==> src/rtl/mtimer_pkg.sv <==
// Constants for the five-channel timer register block
package mtimer_pkg;
   // ------------------------------------------------------------
   // Register map (word indices on the plain register port)
   // ------------------------------------------------------------
   localparam int unsigned NUM_CH = 5;
   localparam logic [7:0] ADDR_RUN = 8'h00;
   localparam logic [7:0] ADDR_SYNC = 8'h01;
   localparam logic [7:0] ADDR_OE = 8'h02;
   localparam logic [7:0] ADDR_OUTCTL = 8'h03;
   // Per channel block: base + ch * stride
   localparam logic [7:0] ADDR_CH_BASE = 8'h10;
   localparam logic [7:0] CH_STRIDE = 8'h10;
   localparam logic [3:0] SUB_FLAGS = 4'h0;
   localparam logic [3:0] SUB_COUNT = 4'h1;
   localparam logic [3:0] SUB_GRA = 4'h2;
   localparam logic [3:0] SUB_GRB = 4'h3;
   localparam logic [3:0] SUB_GRC = 4'h4;
   localparam logic [3:0] SUB_GRD = 4'h5;
   localparam logic [3:0] SUB_IOCTL = 4'h6;
   localparam logic [3:0] SUB_MODE = 4'h7;
   // ------------------------------------------------------------
   // Fields and reset values
   // ------------------------------------------------------------
   localparam logic [15:0] COUNT_RESET = 16'h0000;
   localparam logic [15:0] GR_RESET = 16'hffff;
   localparam logic [7:0] RUN_MASK = 8'hc7;
   localparam logic [7:0] OE_FIXED_ONES = 8'hc0;
   localparam logic [7:0] OE_MASK = 8'h3f;
   localparam logic [7:0] OUTCTL_MASK = 8'h43;
   localparam int unsigned FLAG_A = 0;
   localparam int unsigned FLAG_B = 1;
   localparam int unsigned FLAG_C = 2;
   localparam int unsigned TOGGLE_BIT = 6;
   localparam int unsigned RLS_BIT = 1;
   localparam int unsigned PLS_BIT = 0;
   // Mode register: bit0 pwm mode, bits 4:1 capture select for a..d
   localparam int unsigned MODE_PWM = 0;
   localparam int unsigned MODE_CAP_LSB = 1;
   // Io control register: bit0 initial pin level
   localparam int unsigned IO_INIT = 0;
   localparam logic [15:0] DEAD_DEFAULT = 16'h0004;
endpackage

==> src/rtl/mtimer_regs.sv <==
// Five-channel timer: flags, counters, compare registers, run control
module mtimer_regs (
   input wire logic clock,
   input wire logic rst_n,
   input wire logic [7:0] addr,
   input wire logic [15:0] wdata,
   input wire logic wr,
   input wire logic rd,
   output logic [15:0] rdata,
   input wire logic [4:0] capture_in,
   input wire logic [14:0] dtc_ack,
   input wire logic [14:0] dtc_transfer_irq_disable_select,
   input wire logic [15:0] dead_time,
   output logic [4:0] pin_a_out,
   output logic [5:0] motor_out
);
   // ------------------------------------------------------------
   // Storage
   // ------------------------------------------------------------
   logic [7:0] run_r;
   logic [7:0] sync_r;
   logic [7:0] oe_r;
   logic [7:0] outctl_r;
   logic [15:0] count_r [5];
   logic [15:0] gr_r [5][4];
   logic [2:0] flags_r [5];
   logic [2:0] flag_seen_r [5];
   logic [7:0] ioctl_r [5];
   logic [7:0] mode_r [5];
   logic [4:0] pin_r;
   logic [15:0] dead_cnt_r;
   logic rev_active_r;
   logic toggle_r;
   logic [5:0] motor_r;
   logic [15:0] rdata_r;
   logic [4:0] cap_s1_r;
   logic [4:0] cap_s2_r;
   logic [4:0] cap_d_r;
   logic [4:0] run_ch;
   logic [4:0] sync_ch;
   logic [4:0] cap_edge;
   logic [4:0] preset_hit;
   logic [4:0] clr_hit;
   logic [3:0] sub;
   logic [3:0] chsel;
   logic ch_space;
   logic sync_clear;
   logic pos_lvl;
   logic neg_lvl;
   logic [5:0] motor_raw;

   assign run_ch = {run_r[7], run_r[6], run_r[2:0]};
   assign sync_ch = {sync_r[7], sync_r[6], sync_r[2:0]};
   assign sub = addr[3:0];
   assign chsel = 4'((addr - mtimer_pkg::ADDR_CH_BASE) >> 4);
   assign ch_space = (addr >= mtimer_pkg::ADDR_CH_BASE) &&
                     (chsel < 4'(mtimer_pkg::NUM_CH));

   // ------------------------------------------------------------
   // Capture input synchroniser
   // ------------------------------------------------------------
   always_ff @(posedge clock) begin
      if (!rst_n) begin
         cap_s1_r <= '0;
         cap_s2_r <= '0;
         cap_d_r <= '0;
      end else begin
         cap_s1_r <= capture_in;
         cap_s2_r <= cap_s1_r;
         cap_d_r <= cap_s2_r;
      end
   end
   // Third flop only feeds the edge detector, never the first stage
   assign cap_edge = cap_s2_r & ~cap_d_r;

   // ------------------------------------------------------------
   // Global control registers
   // ------------------------------------------------------------
   always_ff @(posedge clock) begin
      if (!rst_n) begin
         run_r <= '0;
         sync_r <= '0;
         oe_r <= mtimer_pkg::OE_FIXED_ONES;
         outctl_r <= '0;
      end else if (wr) begin
         if (addr == mtimer_pkg::ADDR_RUN)
            run_r <= wdata[7:0] & mtimer_pkg::RUN_MASK;
         if (addr == mtimer_pkg::ADDR_SYNC)
            sync_r <= wdata[7:0] & mtimer_pkg::RUN_MASK;
         if (addr == mtimer_pkg::ADDR_OE)
            oe_r <= (wdata[7:0] & mtimer_pkg::OE_MASK) |
                    mtimer_pkg::OE_FIXED_ONES;
         if (addr == mtimer_pkg::ADDR_OUTCTL)
            outctl_r <= wdata[7:0] & mtimer_pkg::OUTCTL_MASK;
      end
   end

   // ------------------------------------------------------------
   // Synchronous preset / clear detection
   // ------------------------------------------------------------
   // A clear on one synced channel: compare match on A in pwm mode
   always_comb begin
      sync_clear = 1'b0;
      for (int c = 0; c < 5; c++) begin
         clr_hit[c] = run_ch[c] && mode_r[c][mtimer_pkg::MODE_PWM] &&
                      count_r[c] == gr_r[c][0];
         if (clr_hit[c] && sync_ch[c])
            sync_clear = 1'b1;
         preset_hit[c] = wr && ch_space && sub == mtimer_pkg::SUB_COUNT &&
                         (chsel == 4'(c) ||
                          (sync_ch[c] && sync_ch[chsel[2:0]]));
      end
   end

   // ------------------------------------------------------------
   // Per-channel logic
   // ------------------------------------------------------------
   genvar g;
   generate
      for (g = 0; g < 5; g++) begin : ch
         localparam bit FOUR = (g == 0) || (g == 3) || (g == 4);
         localparam int NGR = FOUR ? 4 : 2;
         logic wr_ch;
         logic rd_ch;
         logic [2:0] set_ev;
         logic [2:0] wclr;
         logic [2:0] aclr;
         logic [3:0] match;
         assign wr_ch = wr && ch_space && chsel == 4'(g);
         assign rd_ch = rd && ch_space && chsel == 4'(g);

         always_comb begin
            for (int k = 0; k < 4; k++)
               match[k] = (k < NGR) && run_ch[g] &&
                          count_r[g] == gr_r[g][k] &&
                          !mode_r[g][mtimer_pkg::MODE_CAP_LSB + k];
            for (int k = 0; k < 3; k++)
               set_ev[k] = (k < NGR) && (match[k] ||
                  (cap_edge[g] && mode_r[g][mtimer_pkg::MODE_CAP_LSB + k]));
            if (!FOUR)
               set_ev[mtimer_pkg::FLAG_C] = 1'b0;
            for (int k = 0; k < 3; k++) begin
               wclr[k] = wr_ch && sub == mtimer_pkg::SUB_FLAGS &&
                         !wdata[k] && flag_seen_r[g][k];
               aclr[k] = dtc_ack[g*3+k] && !dtc_transfer_irq_disable_select[g*3+k];
            end
         end

         // Flags: set beats either clear
         // Read-before-clear guard: a stale write cannot erase a new event
         always_ff @(posedge clock) begin
            if (!rst_n) begin
               flags_r[g] <= '0;
               flag_seen_r[g] <= '0;
            end else begin
               for (int k = 0; k < 3; k++) begin
                  if (set_ev[k])
                     flags_r[g][k] <= 1'b1;
                  else if (wclr[k] || aclr[k])
                     flags_r[g][k] <= 1'b0;
                  if (rd_ch && sub == mtimer_pkg::SUB_FLAGS &&
                      flags_r[g][k])
                     flag_seen_r[g][k] <= 1'b1;
                  else if (wclr[k] || !flags_r[g][k])
                     flag_seen_r[g][k] <= 1'b0;
               end
            end
         end

         // Counter
         always_ff @(posedge clock) begin
            if (!rst_n)
               count_r[g] <= mtimer_pkg::COUNT_RESET;
            else if (preset_hit[g])
               count_r[g] <= wdata;
            else if (clr_hit[g] || (sync_ch[g] && sync_clear))
               count_r[g] <= mtimer_pkg::COUNT_RESET;
            else if (run_ch[g])
               count_r[g] <= count_r[g] + 16'h0001;
         end

         // Compare registers with buffer transfer and capture
         always_ff @(posedge clock) begin
            if (!rst_n) begin
               for (int k = 0; k < 4; k++)
                  gr_r[g][k] <= mtimer_pkg::GR_RESET;
            end else begin
               for (int k = 0; k < NGR; k++) begin
                  if (wr_ch && sub == mtimer_pkg::SUB_GRA + 4'(k))
                     gr_r[g][k] <= wdata;
                  else if (cap_edge[g] &&
                           mode_r[g][mtimer_pkg::MODE_CAP_LSB + k])
                     gr_r[g][k] <= count_r[g];
                  else if (FOUR && k < 2 && match[k] &&
                           mode_r[g][mtimer_pkg::MODE_PWM])
                     gr_r[g][k] <= gr_r[g][k | 2];
               end
            end
         end

         always_ff @(posedge clock) begin
            if (!rst_n) begin
               ioctl_r[g] <= '0;
               mode_r[g] <= '0;
            end else if (wr_ch) begin
               if (sub == mtimer_pkg::SUB_IOCTL)
                  ioctl_r[g] <= wdata[7:0];
               if (sub == mtimer_pkg::SUB_MODE)
                  mode_r[g] <= wdata[7:0];
            end
         end

         // Pin A: toggles on match A; when stopped, holds except that an io control write loads the initial level
         always_ff @(posedge clock) begin
            if (!rst_n)
               pin_r[g] <= 1'b0;
            else if (wr_ch && sub == mtimer_pkg::SUB_IOCTL && !run_ch[g])
               pin_r[g] <= wdata[mtimer_pkg::IO_INIT];
            else if (match[0])
               pin_r[g] <= ~pin_r[g];
         end
      end
   endgenerate

   // ------------------------------------------------------------
   // Motor outputs (channels 3 and 4)
   // ------------------------------------------------------------
   always_ff @(posedge clock) begin
      if (!rst_n) begin
         dead_cnt_r <= '0;
         rev_active_r <= 1'b0;
      end else if (!(run_ch[3] || run_ch[4])) begin
         dead_cnt_r <= '0;
         rev_active_r <= 1'b0;
      end else if (dead_cnt_r >= dead_time) begin
         rev_active_r <= 1'b1;
      end else begin
         dead_cnt_r <= dead_cnt_r + 16'h0001;
      end
   end

   always_ff @(posedge clock) begin
      if (!rst_n)
         toggle_r <= 1'b0;
      else if (!outctl_r[mtimer_pkg::TOGGLE_BIT])
         toggle_r <= 1'b0;
      else if (clr_hit[3])
         toggle_r <= ~toggle_r;
   end

   // Positive: {4B,4A,3B}; reverse: {4D,4C,3D}
   // Reverse legs stay at initial level until the dead time has run out, except 4C, which follows toggle_r,
   // so with toggle off a positive and a reverse switch never conduct together at start
   always_comb begin
      // Level 0 select: high initial, low active, high up-match
      pos_lvl = outctl_r[mtimer_pkg::PLS_BIT] ^
                (run_ch[3] ? ~pin_r[3] : 1'b1);
      neg_lvl = outctl_r[mtimer_pkg::RLS_BIT] ^
                (rev_active_r ? pin_r[4] : 1'b1);
      motor_raw = {neg_lvl, neg_lvl ^ toggle_r, neg_lvl,
                   pos_lvl, pos_lvl ^ toggle_r, pos_lvl};
   end

   always_ff @(posedge clock) begin
      if (!rst_n)
         motor_r <= '0;
      else
         motor_r <= motor_raw & oe_r[5:0];
   end

   // ------------------------------------------------------------
   // Read port
   // ------------------------------------------------------------
   always_ff @(posedge clock) begin
      if (!rst_n) begin
         rdata_r <= '0;
      end else begin
         rdata_r <= '0;
         if (rd) begin
            if (addr == mtimer_pkg::ADDR_RUN)
               rdata_r <= {8'h00, run_r};
            else if (addr == mtimer_pkg::ADDR_SYNC)
               rdata_r <= {8'h00, sync_r};
            else if (addr == mtimer_pkg::ADDR_OE)
               rdata_r <= {8'h00, oe_r};
            else if (addr == mtimer_pkg::ADDR_OUTCTL)
               rdata_r <= {8'h00, outctl_r};
            else if (ch_space) begin
               unique case (sub)
                  mtimer_pkg::SUB_FLAGS:
                     rdata_r <= {13'h0000, flags_r[chsel[2:0]]};
                  mtimer_pkg::SUB_COUNT:
                     rdata_r <= count_r[chsel[2:0]];
                  mtimer_pkg::SUB_GRA:
                     rdata_r <= gr_r[chsel[2:0]][0];
                  mtimer_pkg::SUB_GRB:
                     rdata_r <= gr_r[chsel[2:0]][1];
                  mtimer_pkg::SUB_GRC:
                     rdata_r <= (chsel == 4'h1 || chsel == 4'h2) ?
                                16'h0000 : gr_r[chsel[2:0]][2];
                  mtimer_pkg::SUB_GRD:
                     rdata_r <= (chsel == 4'h1 || chsel == 4'h2) ?
                                16'h0000 : gr_r[chsel[2:0]][3];
                  mtimer_pkg::SUB_IOCTL:
                     rdata_r <= {8'h00, ioctl_r[chsel[2:0]]};
                  mtimer_pkg::SUB_MODE:
                     rdata_r <= {8'h00, mode_r[chsel[2:0]]};
                  default:
                     rdata_r <= '0;
               endcase
            end
         end
      end
   end

   assign rdata = rdata_r;
   assign pin_a_out = pin_r;
   assign motor_out = motor_r;
endmodule

==> config.mk <==
export PLATFORM = sky130hd
export DESIGN_NAME = mtimer_regs
export DESIGN_NICKNAME = d
export VERILOG_FILES = /design/src/rtl/mtimer_pkg.sv /design/src/rtl/mtimer_regs.sv
export SDC_FILE = /design/constraint.sdc
export NUM_CORES = 1
export LEC_CHECK = 0
export BUFFER_PORTS_ARGS = -buffer_cell sky130_fd_sc_hd__buf_2
export CAP_MARGIN = 20
export CELL_PAD_IN_SITES_DETAIL_PLACEMENT = 1
export CELL_PAD_IN_SITES_GLOBAL_PLACEMENT = 2
export CORE_UTILIZATION = 30
export DETAILED_ROUTE_END_ITERATION = 10
export PLACE_DENSITY = 0.69
export SLEW_MARGIN = 25
export SYNTH_ARGS = -nofsm -noshare
export SYNTH_HDL_FRONTEND = slang
export SYNTH_SLANG_ARGS = --single-unit
==> constraint.sdc <==
create_clock -name clock -period 5.1 [get_ports clock]
set_clock_uncertainty 0.1 [all_clocks]
set_input_delay 1.275 -clock clock [delete_from_list [all_inputs] [get_ports clock]]
set_output_delay 1.275 -clock clock [all_outputs]
set_load 0.005 [all_outputs]
==> run summary, run 1 <==
==================================================================================
Mean post-synth cell area                                               10.4 sq um
CTS clock-pin slew for the worst setup and hold paths                      0.06 ns
Setup-failing EPs final                                                          0
Critical-path top delay cell                                              a211oi_1
Maximum VDD drop                                                          0.205 mV
Dominant register cell in the synthesized netlist                         edfxtp_1
Clk buf depth                                                                    3
Final worst path period need                                               4.43 ns
Number of nets in the layout                                                  3019
Period Utilization, post-route                                               0.869
Sink Count                                                                     521
Filler Cells Inserted                                                        10893
Cts repair resizes                                                               0
P&R area growth vs syn                                                       14.0%
Total number of placement rows                                                 115
Number of standard cells after synthesis                                      2885
Vias in the first global route                                               25317
Via density per instance                                                      5.94
Summed instance area of the synthesized netlist                       0.0301 sq mm
Result of the run                                                     finished clean
Total clock buffers created by CTS                                              67
Overall track demand over capacity in global routing                         0.251
Most common cell type on the critical path                                 nand2_1
Remaining number of nets flagged by the antenna check after routing              0
Effective utilization at floorplan                                           0.305
Most frequent cells in the layout                                     edfxtp_1 (442), nor2_1 (286), nand2_1 (228)
Unrepaired setup endpoints after global routing                                 no
Kind of end point of the critical path                                    register
Mapped Nets                                                                   2991
Pin count of the biggest net entering global routing                            43
Port Buffers                                                                   101
Post-detail-place hpwl                                                95500 microns
Fraction of registers with async set/reset                                       0
TritonRoute pass-1 iters                                                         9
Power density over the cells                                           306 mW/mm^2
List of cells traversed by the critical path                          buf_4 > inv_1 > ha_1 > xnor2_2 > or3_1 > nand2_1 > a22oi_1 > nor2_1 > a211oi_1 > nand2_1 > o21ai_0
Biggest fanout along the worst timing path                                      15
Final Max Tran Viols                                                             0
Transition time at the pin with the least slew margin                      1.11 ns
Main area contributors after synthesis                                edfxtp_1 (44%), dfxtp_1 (5.3%), o22a_1 (4.7%)
Kind of launch point of the worst setup path                             input pin
Library cell with the largest summed area after synthesis                 edfxtp_1
Post-CTS setup buffer count                                                      0
Count of unique library cells instantiated by Yosys                             70
Drt initial violations                                                        3141
Fraction of post-synthesis cell area in the top cell type by area            0.441
Die Wd                                                                 319 microns
TritonCTS clock tree                                                          done
Overall via count from detail_route                                          25265
Share of final-layout standard cells stronger than drive strength 1          0.142
Die Area                                                               0.102 sq mm
Standard cell core area                                               0.0989 sq mm
Most common cell after layout, fill and taps aside                        edfxtp_1
Hold/Removal Path Class                                                 reg -> reg
Detailed Route WL                                                     129000 microns
Final Power                                                                10.5 mW
GPL Wtd Cong                                                                 0.967
Wire length of the first global-routing pass                          186000 microns
Data arrival, critical path                                                4.79 ns
Global route total overflow                                                      0
Warnings from Yosys                                                              0
Static leakage                                                             10.3 nW
Number of storage elements in the synthesis netlist                            521
CP Data Required Time                                                      5.46 ns
CTS Hold Buffers Added                                                           0
Sum Neg Setup Slack                                                           0 ns
Final hold violations                                                            0
Die Y-Extent                                                           319 microns
Clock tree root buffer cell                                              clkbuf_16
Register area share after synthesis                                          0.493
Insertion delay of the later-clocked pin in the worst-skew pair            0.64 ns
Relative slew margins                                                        0.252
Highest achievable clock rate                                              226 MHz
Placement Cell Area                                                   0.0321 sq mm
Per-cell routed wire length                                           30.4 microns
Post-detailed-route DRC marker count                                             0
Number of antenna violations at the first check in global routing                4
Maximum single-stage delay on the critical path                            0.60 ns
MaxCap Viol Count                                                                0
Final cell area excluding filler cells                                0.0343 sq mm
Start-to-end type of the worst setup path                                in -> reg
Number of ports placed on the die boundary                                     106
CTS H-Tree Depth                                                                 3
Number of enable-type register cells in the synthesized netlist                442
==================================================================================
-- registers in the layout, summed over array words and instances, names as in the netlist, 6 cells and up --
| register | count |
|---|---|
| gr_r | 256 |
| count_r | 80 |
| ioctl_r | 40 |
| mode_r | 40 |
| dead_cnt_r | 16 |
| rdata | 16 |
| flag_seen_r | 13 |
| flags_r | 13 |
| motor_out | 6 |
| oe_r | 6 |
-- worst max-delay path, delay by kind of cell --
kind / cells / cell delay, ns
XOR/XNOR: 1 / 0.48
AO/OA/AOI/OAI: 3 / 1.20
buffers and inverters: 2 / 0.41
adder cells (fa/ha/maj): 1 / 0.36
AND/OR/NAND/NOR: 4 / 1.05
-- metal layers --
| layer | up-vias | wire (microns) | global-route usage |
|---|---|---|---|
| met5 | - | 13 | 0 |
| met4 | 2 | 5050 | 0.101 |
| met3 | 225 | 9480 | 0.0363 |
| met2 | 1135 | 58700 | 0.393 |
| met1 | 13044 | 56100 | 0.346 |
| li1 | 10859 | - | - |
-- Yosys cell counts (25+ instances only) --
cell type and n:
a21oi_1 62, o21ai_0 90, nand2_1 228, ha_1 27, nor4_1 26, buf_2 25, mux2i_1 35, o22a_1 160
buf_1 29, and2_1 111, nor3_1 45, edfxtp_1 442, o22ai_1 136, dfxtp_1 79, a222oi_1 25, xor2_1 145
and3_1 35, xnor2_1 149, nand4_1 68, mux4_2 55, clkbuf_1 210, nand3_1 117, inv_1 40, nor2b_1 28
nor2_1 287
-- layout make-up --
type,count,area [sq um],area share
multi-input combinational,2057,14100,0.411
sequential,521,14900,0.433
inverter,40,150,0.00438
clock inverter,31,265,0.00773
antenna,2,5.00,0.000146
clock buffer,90,1880,0.0547
tap,1287,1610,0.0469
timing repair buffer,226,1450,0.0423
-- kinds of logic after synthesis --
group,Yosys count,synth area share
mux,91,0.0532
buf+inv,307,0.0401
xor+xnor,294,0.0855
flops,521,0.493
compound gates,619,0.150
simple gates,1026,0.167
fa+ha+maj,27,0.0112
-- stage by stage --
stage / instances / utilization / hold slack (ns) / worst slack, ns
floorplan: 2885 / - / 0.312 / 0.0227
global placement: 4131 / 0.325 / 0.316 / 0.380
detailed placement: 4131 / 0.325 / 0.324 / 0.139
CTS: 4252 / 0.347 / 0.337 / 0.799
global route: 4252 / 0.347 / 0.352 / 0.377
finish: 4254 / 0.347 / 0.332 / 0.666
-- power by group --
group	internal, mW	leakage (nW)	switching (mW)	total [mW]
combinational	0.287	4.94	0.654	0.941
clock	2.75	1.04	1.98	4.73
sequential	4.71	4.33	0.125	4.84
-- worst paths after layout --
kind,start,to,slack [ns],cells past startpoint
max,addr[4],count_r[3][14],0.67,11
min,cap_s1_r[0],cap_s2_r[0],0.33,1
max reg2reg,count_r[0][11],count_r[0][12],0.81,8
min reg2reg,cap_s1_r[0],cap_s2_r[0],0.33,1
Power figures use the tool's default switching activity.
==> inputs of run 2 (changes only) <==
--- a/config.mk
+++ b/config.mk
@@ -10,8 +10,9 @@
 export CELL_PAD_IN_SITES_DETAIL_PLACEMENT = 1
 export CELL_PAD_IN_SITES_GLOBAL_PLACEMENT = 2
 export CORE_UTILIZATION = 30
+export CTS_CLUSTER_SIZE = 16
 export DETAILED_ROUTE_END_ITERATION = 10
-export PLACE_DENSITY = 0.69
+export PLACE_DENSITY = 0.67
 export SLEW_MARGIN = 25
 export SYNTH_ARGS = -nofsm -noshare
 export SYNTH_HDL_FRONTEND = slang
==> constraint.sdc (replaced) <==
create_clock -name clock -period 4.2 [get_ports clock]
set_clock_uncertainty 0.1 [all_clocks]
set_input_delay 1.05 -clock clock [delete_from_list [all_inputs] [get_ports clock]]
set_output_delay 1.05 -clock clock [all_outputs]
set_load 0.005 [all_outputs]
==> run 2 against run 1 <==
  * Non-clock buffer count is 100 higher
  * Worst setup slack worse by 0.24 ns
  * Die area stayed put
  * Combinational power is 33% higher
  * Clock power is 21% higher
  * Total power is 22% higher
  * Register-to-register slack worse by 0.38 ns
  * Core utilization is 0.92 points higher
  * Final area is 2.7% higher
==> run summary, run 2 (synthesized netlist as in run 1, its figures left out) <==
========================================================================================
Result of the run                                                           finished clean   unchanged
Final worst path period need                                                     3.77 ns
Filler Cells Inserted                                                              10871   was 10893
Wire length of the first global-routing pass                                191000 microns   was 186000 microns
Insertion delay of the later-clocked pin in the worst-skew pair                  0.63 ns   was 0.64 ns
Worst r2r src                                                               count_r[2][11]   was count_r[0][11]
Period Utilization, post-route                                                     0.899
Transition time at the pin with the least slew margin                            1.08 ns   was 1.11 ns
CTS clock-pin slew for the worst setup and hold paths                            0.06 ns   about the same
Post-CTS setup buffer count                                                            0   unchanged
Unrepaired setup endpoints after global routing                                       no   unchanged
Most common cell after layout, fill and taps aside                              edfxtp_1   unchanged
Launching instance or port of the critical path                             count_r[2][11]   was addr[4]
Kind of launch point of the worst setup path                                    register   was input pin
Clk buf depth                                                                          3   unchanged
Final cell area excluding filler cells                                      0.0352 sq mm   was 0.0343 sq mm
Critical-path top delay cell                                                      nor4_1   was a211oi_1
Sink Count                                                                           521   unchanged
Switching power                                                                  3.33 mW   was 2.76 mW
Largest register FFs                                                                 256   unchanged
MaxCap Viol Count                                                                      0   unchanged
Cts repair resizes                                                                     0   unchanged
Via density per instance                                                            5.91   was 5.94
Capture instance of the worst register-to-register path                     count_r[3][11]   was count_r[0][12]
Static leakage                                                                   10.9 nW   was 10.3 nW
Sw frac                                                                            0.260   was 0.263
Overall via count from detail_route                                                25718   was 25265
Biggest fanout along the worst timing path                                            15   unchanged
Post-detail-place hpwl                                                      98200 microns   was 95500 microns
Total number of placement rows                                                       115   unchanged
Count of cells along the worst register-to-register path                              11   was 8
Critical Path Stages                                                                  11   unchanged
Number of ports placed on the die boundary                                           106   unchanged
Setup-failing EPs final                                                                0   unchanged
Placement Cell Area                                                         0.0331 sq mm   was 0.0321 sq mm
Register-to-register setup slack                                                 0.43 ns   was 0.81 ns
Overall track demand over capacity in global routing                               0.256   was 0.251
Per-cell routed wire length                                                 30.3 microns   was 30.4 microns
Final Max Tran Viols                                                                   0   unchanged
Number of nets in the layout                                                        3119   was 3019
Most common cell type on the critical path                                         buf_4   was nand2_1
Standard cell core area                                                     0.0989 sq mm   unchanged
CP Data Required Time                                                            4.45 ns   was 5.46 ns
GPL Wtd Cong                                                                       0.923   was 0.967
Final hold violations                                                                  0   unchanged
Remaining number of nets flagged by the antenna check after routing                    0   unchanged
Die Y-Extent                                                                 319 microns   unchanged
Last element of the critical path                                           count_r[3][11]   was count_r[3][14]
Start-to-end type of the worst setup path                                     reg -> reg   was in -> reg
Hold/Removal Path Class                                                       reg -> reg   unchanged
Worst setup margin                                                              0.426 ns   was 0.666 ns
Most frequent cells in the layout                                           edfxtp_1 (442), nor2_1 (286), nand2_1 (228)   unchanged
Relative slew margins                                                              0.278   was 0.252
Category of cells accounting for the largest share of critical-path delay   simple AND/OR/NAND/NOR gates   was compound AO/OA/AOI/OAI gates
Internal Dissipation                                                             9.46 mW   was 7.75 mW
Effective utilization at floorplan                                                 0.305   unchanged
Sum Neg Setup Slack                                                                 0 ns   unchanged
Most flops, register                                                                gr_r   unchanged
Vias in the first global route                                                     25819   was 25317
Power density over the cells                                                 363 mW/mm^2   was 306 mW/mm^2
Detailed Route WL                                                           132000 microns   was 129000 microns
Part of the total power dissipated in sequential elements                          0.456   was 0.460
Highest achievable clock rate                                                    265 MHz
Biggest registers after layout                                              gr_r x256, count_r x80   unchanged
Maximum VDD drop                                                                0.251 mV   was 0.205 mV
Die Area                                                                     0.102 sq mm   unchanged
P&R area growth vs syn                                                             17.0%   was 14.0%
Port Buffers                                                                         101   unchanged
Total clock buffers created by CTS                                                    67   unchanged
Kind of end point of the critical path                                          register   unchanged
List of cells traversed by the critical path                                xnor2_1 > nand4_1 > nor4_1 > a22oi_1 > o211ai_1 > buf_4 > a211oi_1 > buf_4 > nand2_1 > buf_4 > o21ai_0   was buf_4 > inv_1 > ha_1 > xnor2_2 > or3_1 > nand2_1 > a22oi_1 > nor2_1 > a211oi_1 > nand2_1 > o21ai_0
Number of antenna violations at the first check in global routing                      3   was 4
TritonRoute pass-1 iters                                                              10   was 9
Combinational share of power                                                       0.098   was 0.089
Pin count of the biggest net entering global routing                                  80   was 43
Clock tree root buffer cell                                                    clkbuf_16   unchanged
Drt initial violations                                                              2875   was 3141
Maximum single-stage delay on the critical path                                  0.68 ns   was 0.60 ns
Post-detailed-route DRC marker count                                                   0   unchanged
TritonCTS clock tree                                                                done   unchanged
Die Wd                                                                       319 microns   unchanged
Data arrival, critical path                                                      4.02 ns   was 4.79 ns
Fraction of power consumed by the clock network                                    0.446   was 0.450
Global route total overflow                                                            0   unchanged
CTS Hold Buffers Added                                                                 0   unchanged
CTS H-Tree Depth                                                                       3   unchanged
Number of buffer and inverter stages on the critical path                              3   was 2
Place WS                                                                        0.171 ns   was 0.139 ns
Share of final-layout standard cells stronger than drive strength 1                0.168   was 0.142
========================================================================================
run 2: cell count changes in the layout (fill, tap and decap cells not counted), sizes merged:
| cell | change |
|---|---|
| inv | -3 |
| bufinv | -1 |
| clkinv | +1 |
| clkinvlp | -4 |
| buf | +100 |
| diode | -1 |
| clkbuf | +4 |
run 2: routing by layer:
metal,part of all wire,up-vias,global-route usage,wire length (microns)
li1,-,11070,-,-
met1,0.43,13350,0.349,57200
met2,0.46,1083,0.407,60500
met3,0.071,215,0.0446,9390
met4,0.036,0,0.0899,4760
met5,0,-,0,0
run 2: worst register-to-register path: stages, from the launching register on:
cell	delay [ns]
edfxtp_1	0.60
xnor2_1	0.48
nand4_1	0.16
nor4_1	0.68
a22oi_1	0.40
o211ai_1	0.19
buf_4	0.21
a211oi_1	0.09
buf_4	0.18
nand2_1	0.06
buf_4	0.20
o21ai_0	0.15
run 2: worst min path at each step:
stage | from | to | depth (start not counted)
finish | cap_s1_r[1] | cap_s2_r[1] | 1
global route | cap_s1_r[3] | cap_s2_r[3] | 1
detailed placement | cap_s1_r[1] | cap_s2_r[1] | 1
floorplan | cap_s1_r[0] | cap_s2_r[0] | 1
global placement | cap_s1_r[4] | cap_s2_r[4] | 1
CTS | cap_s1_r[1] | cap_s2_r[1] | 1
run 2: power by group through the flow:
stage          combinational (mW)  clock (mW)  sequential [mW]
6_report                     1.25        5.71             5.83
5_1_grt                      1.30        5.99             5.84
4_1_cts                      1.23        5.82             5.83
3_5_place_dp                 1.23           0             5.94
3_3_place_gp                 1.21           0             5.93
2_1_floorplan               0.669           0             5.87
run 2: area by class of cell:
cell class              count  area (sq um)  area share
repair buffers            326          2410      0.0686
clock buffers              94          1950      0.0553
multi-input cells        2057         14100       0.400
well taps                1287          1610      0.0457
diodes                      1          2.50   0.0000711
flip-flops and latches    521         14900       0.422
clock inverters            24           155     0.00441
inverters                  40           150     0.00426
run 2: per-stage QoR:
| step | util | power [mW] | cells | hold slack [ns] |
|---|---|---|---|---|
| 2_1_floorplan | - | 6.54 | 2885 | 0.312 |
| 5_1_grt | 0.356 | 13.1 | 4349 | 0.353 |
| 6_report | 0.356 | 12.8 | 4350 | 0.335 |
| 3_5_place_dp | 0.335 | 7.16 | 4231 | 0.322 |
| 4_1_cts | 0.356 | 12.9 | 4349 | 0.338 |
| 3_3_place_gp | 0.335 | 7.14 | 4231 | 0.320 |
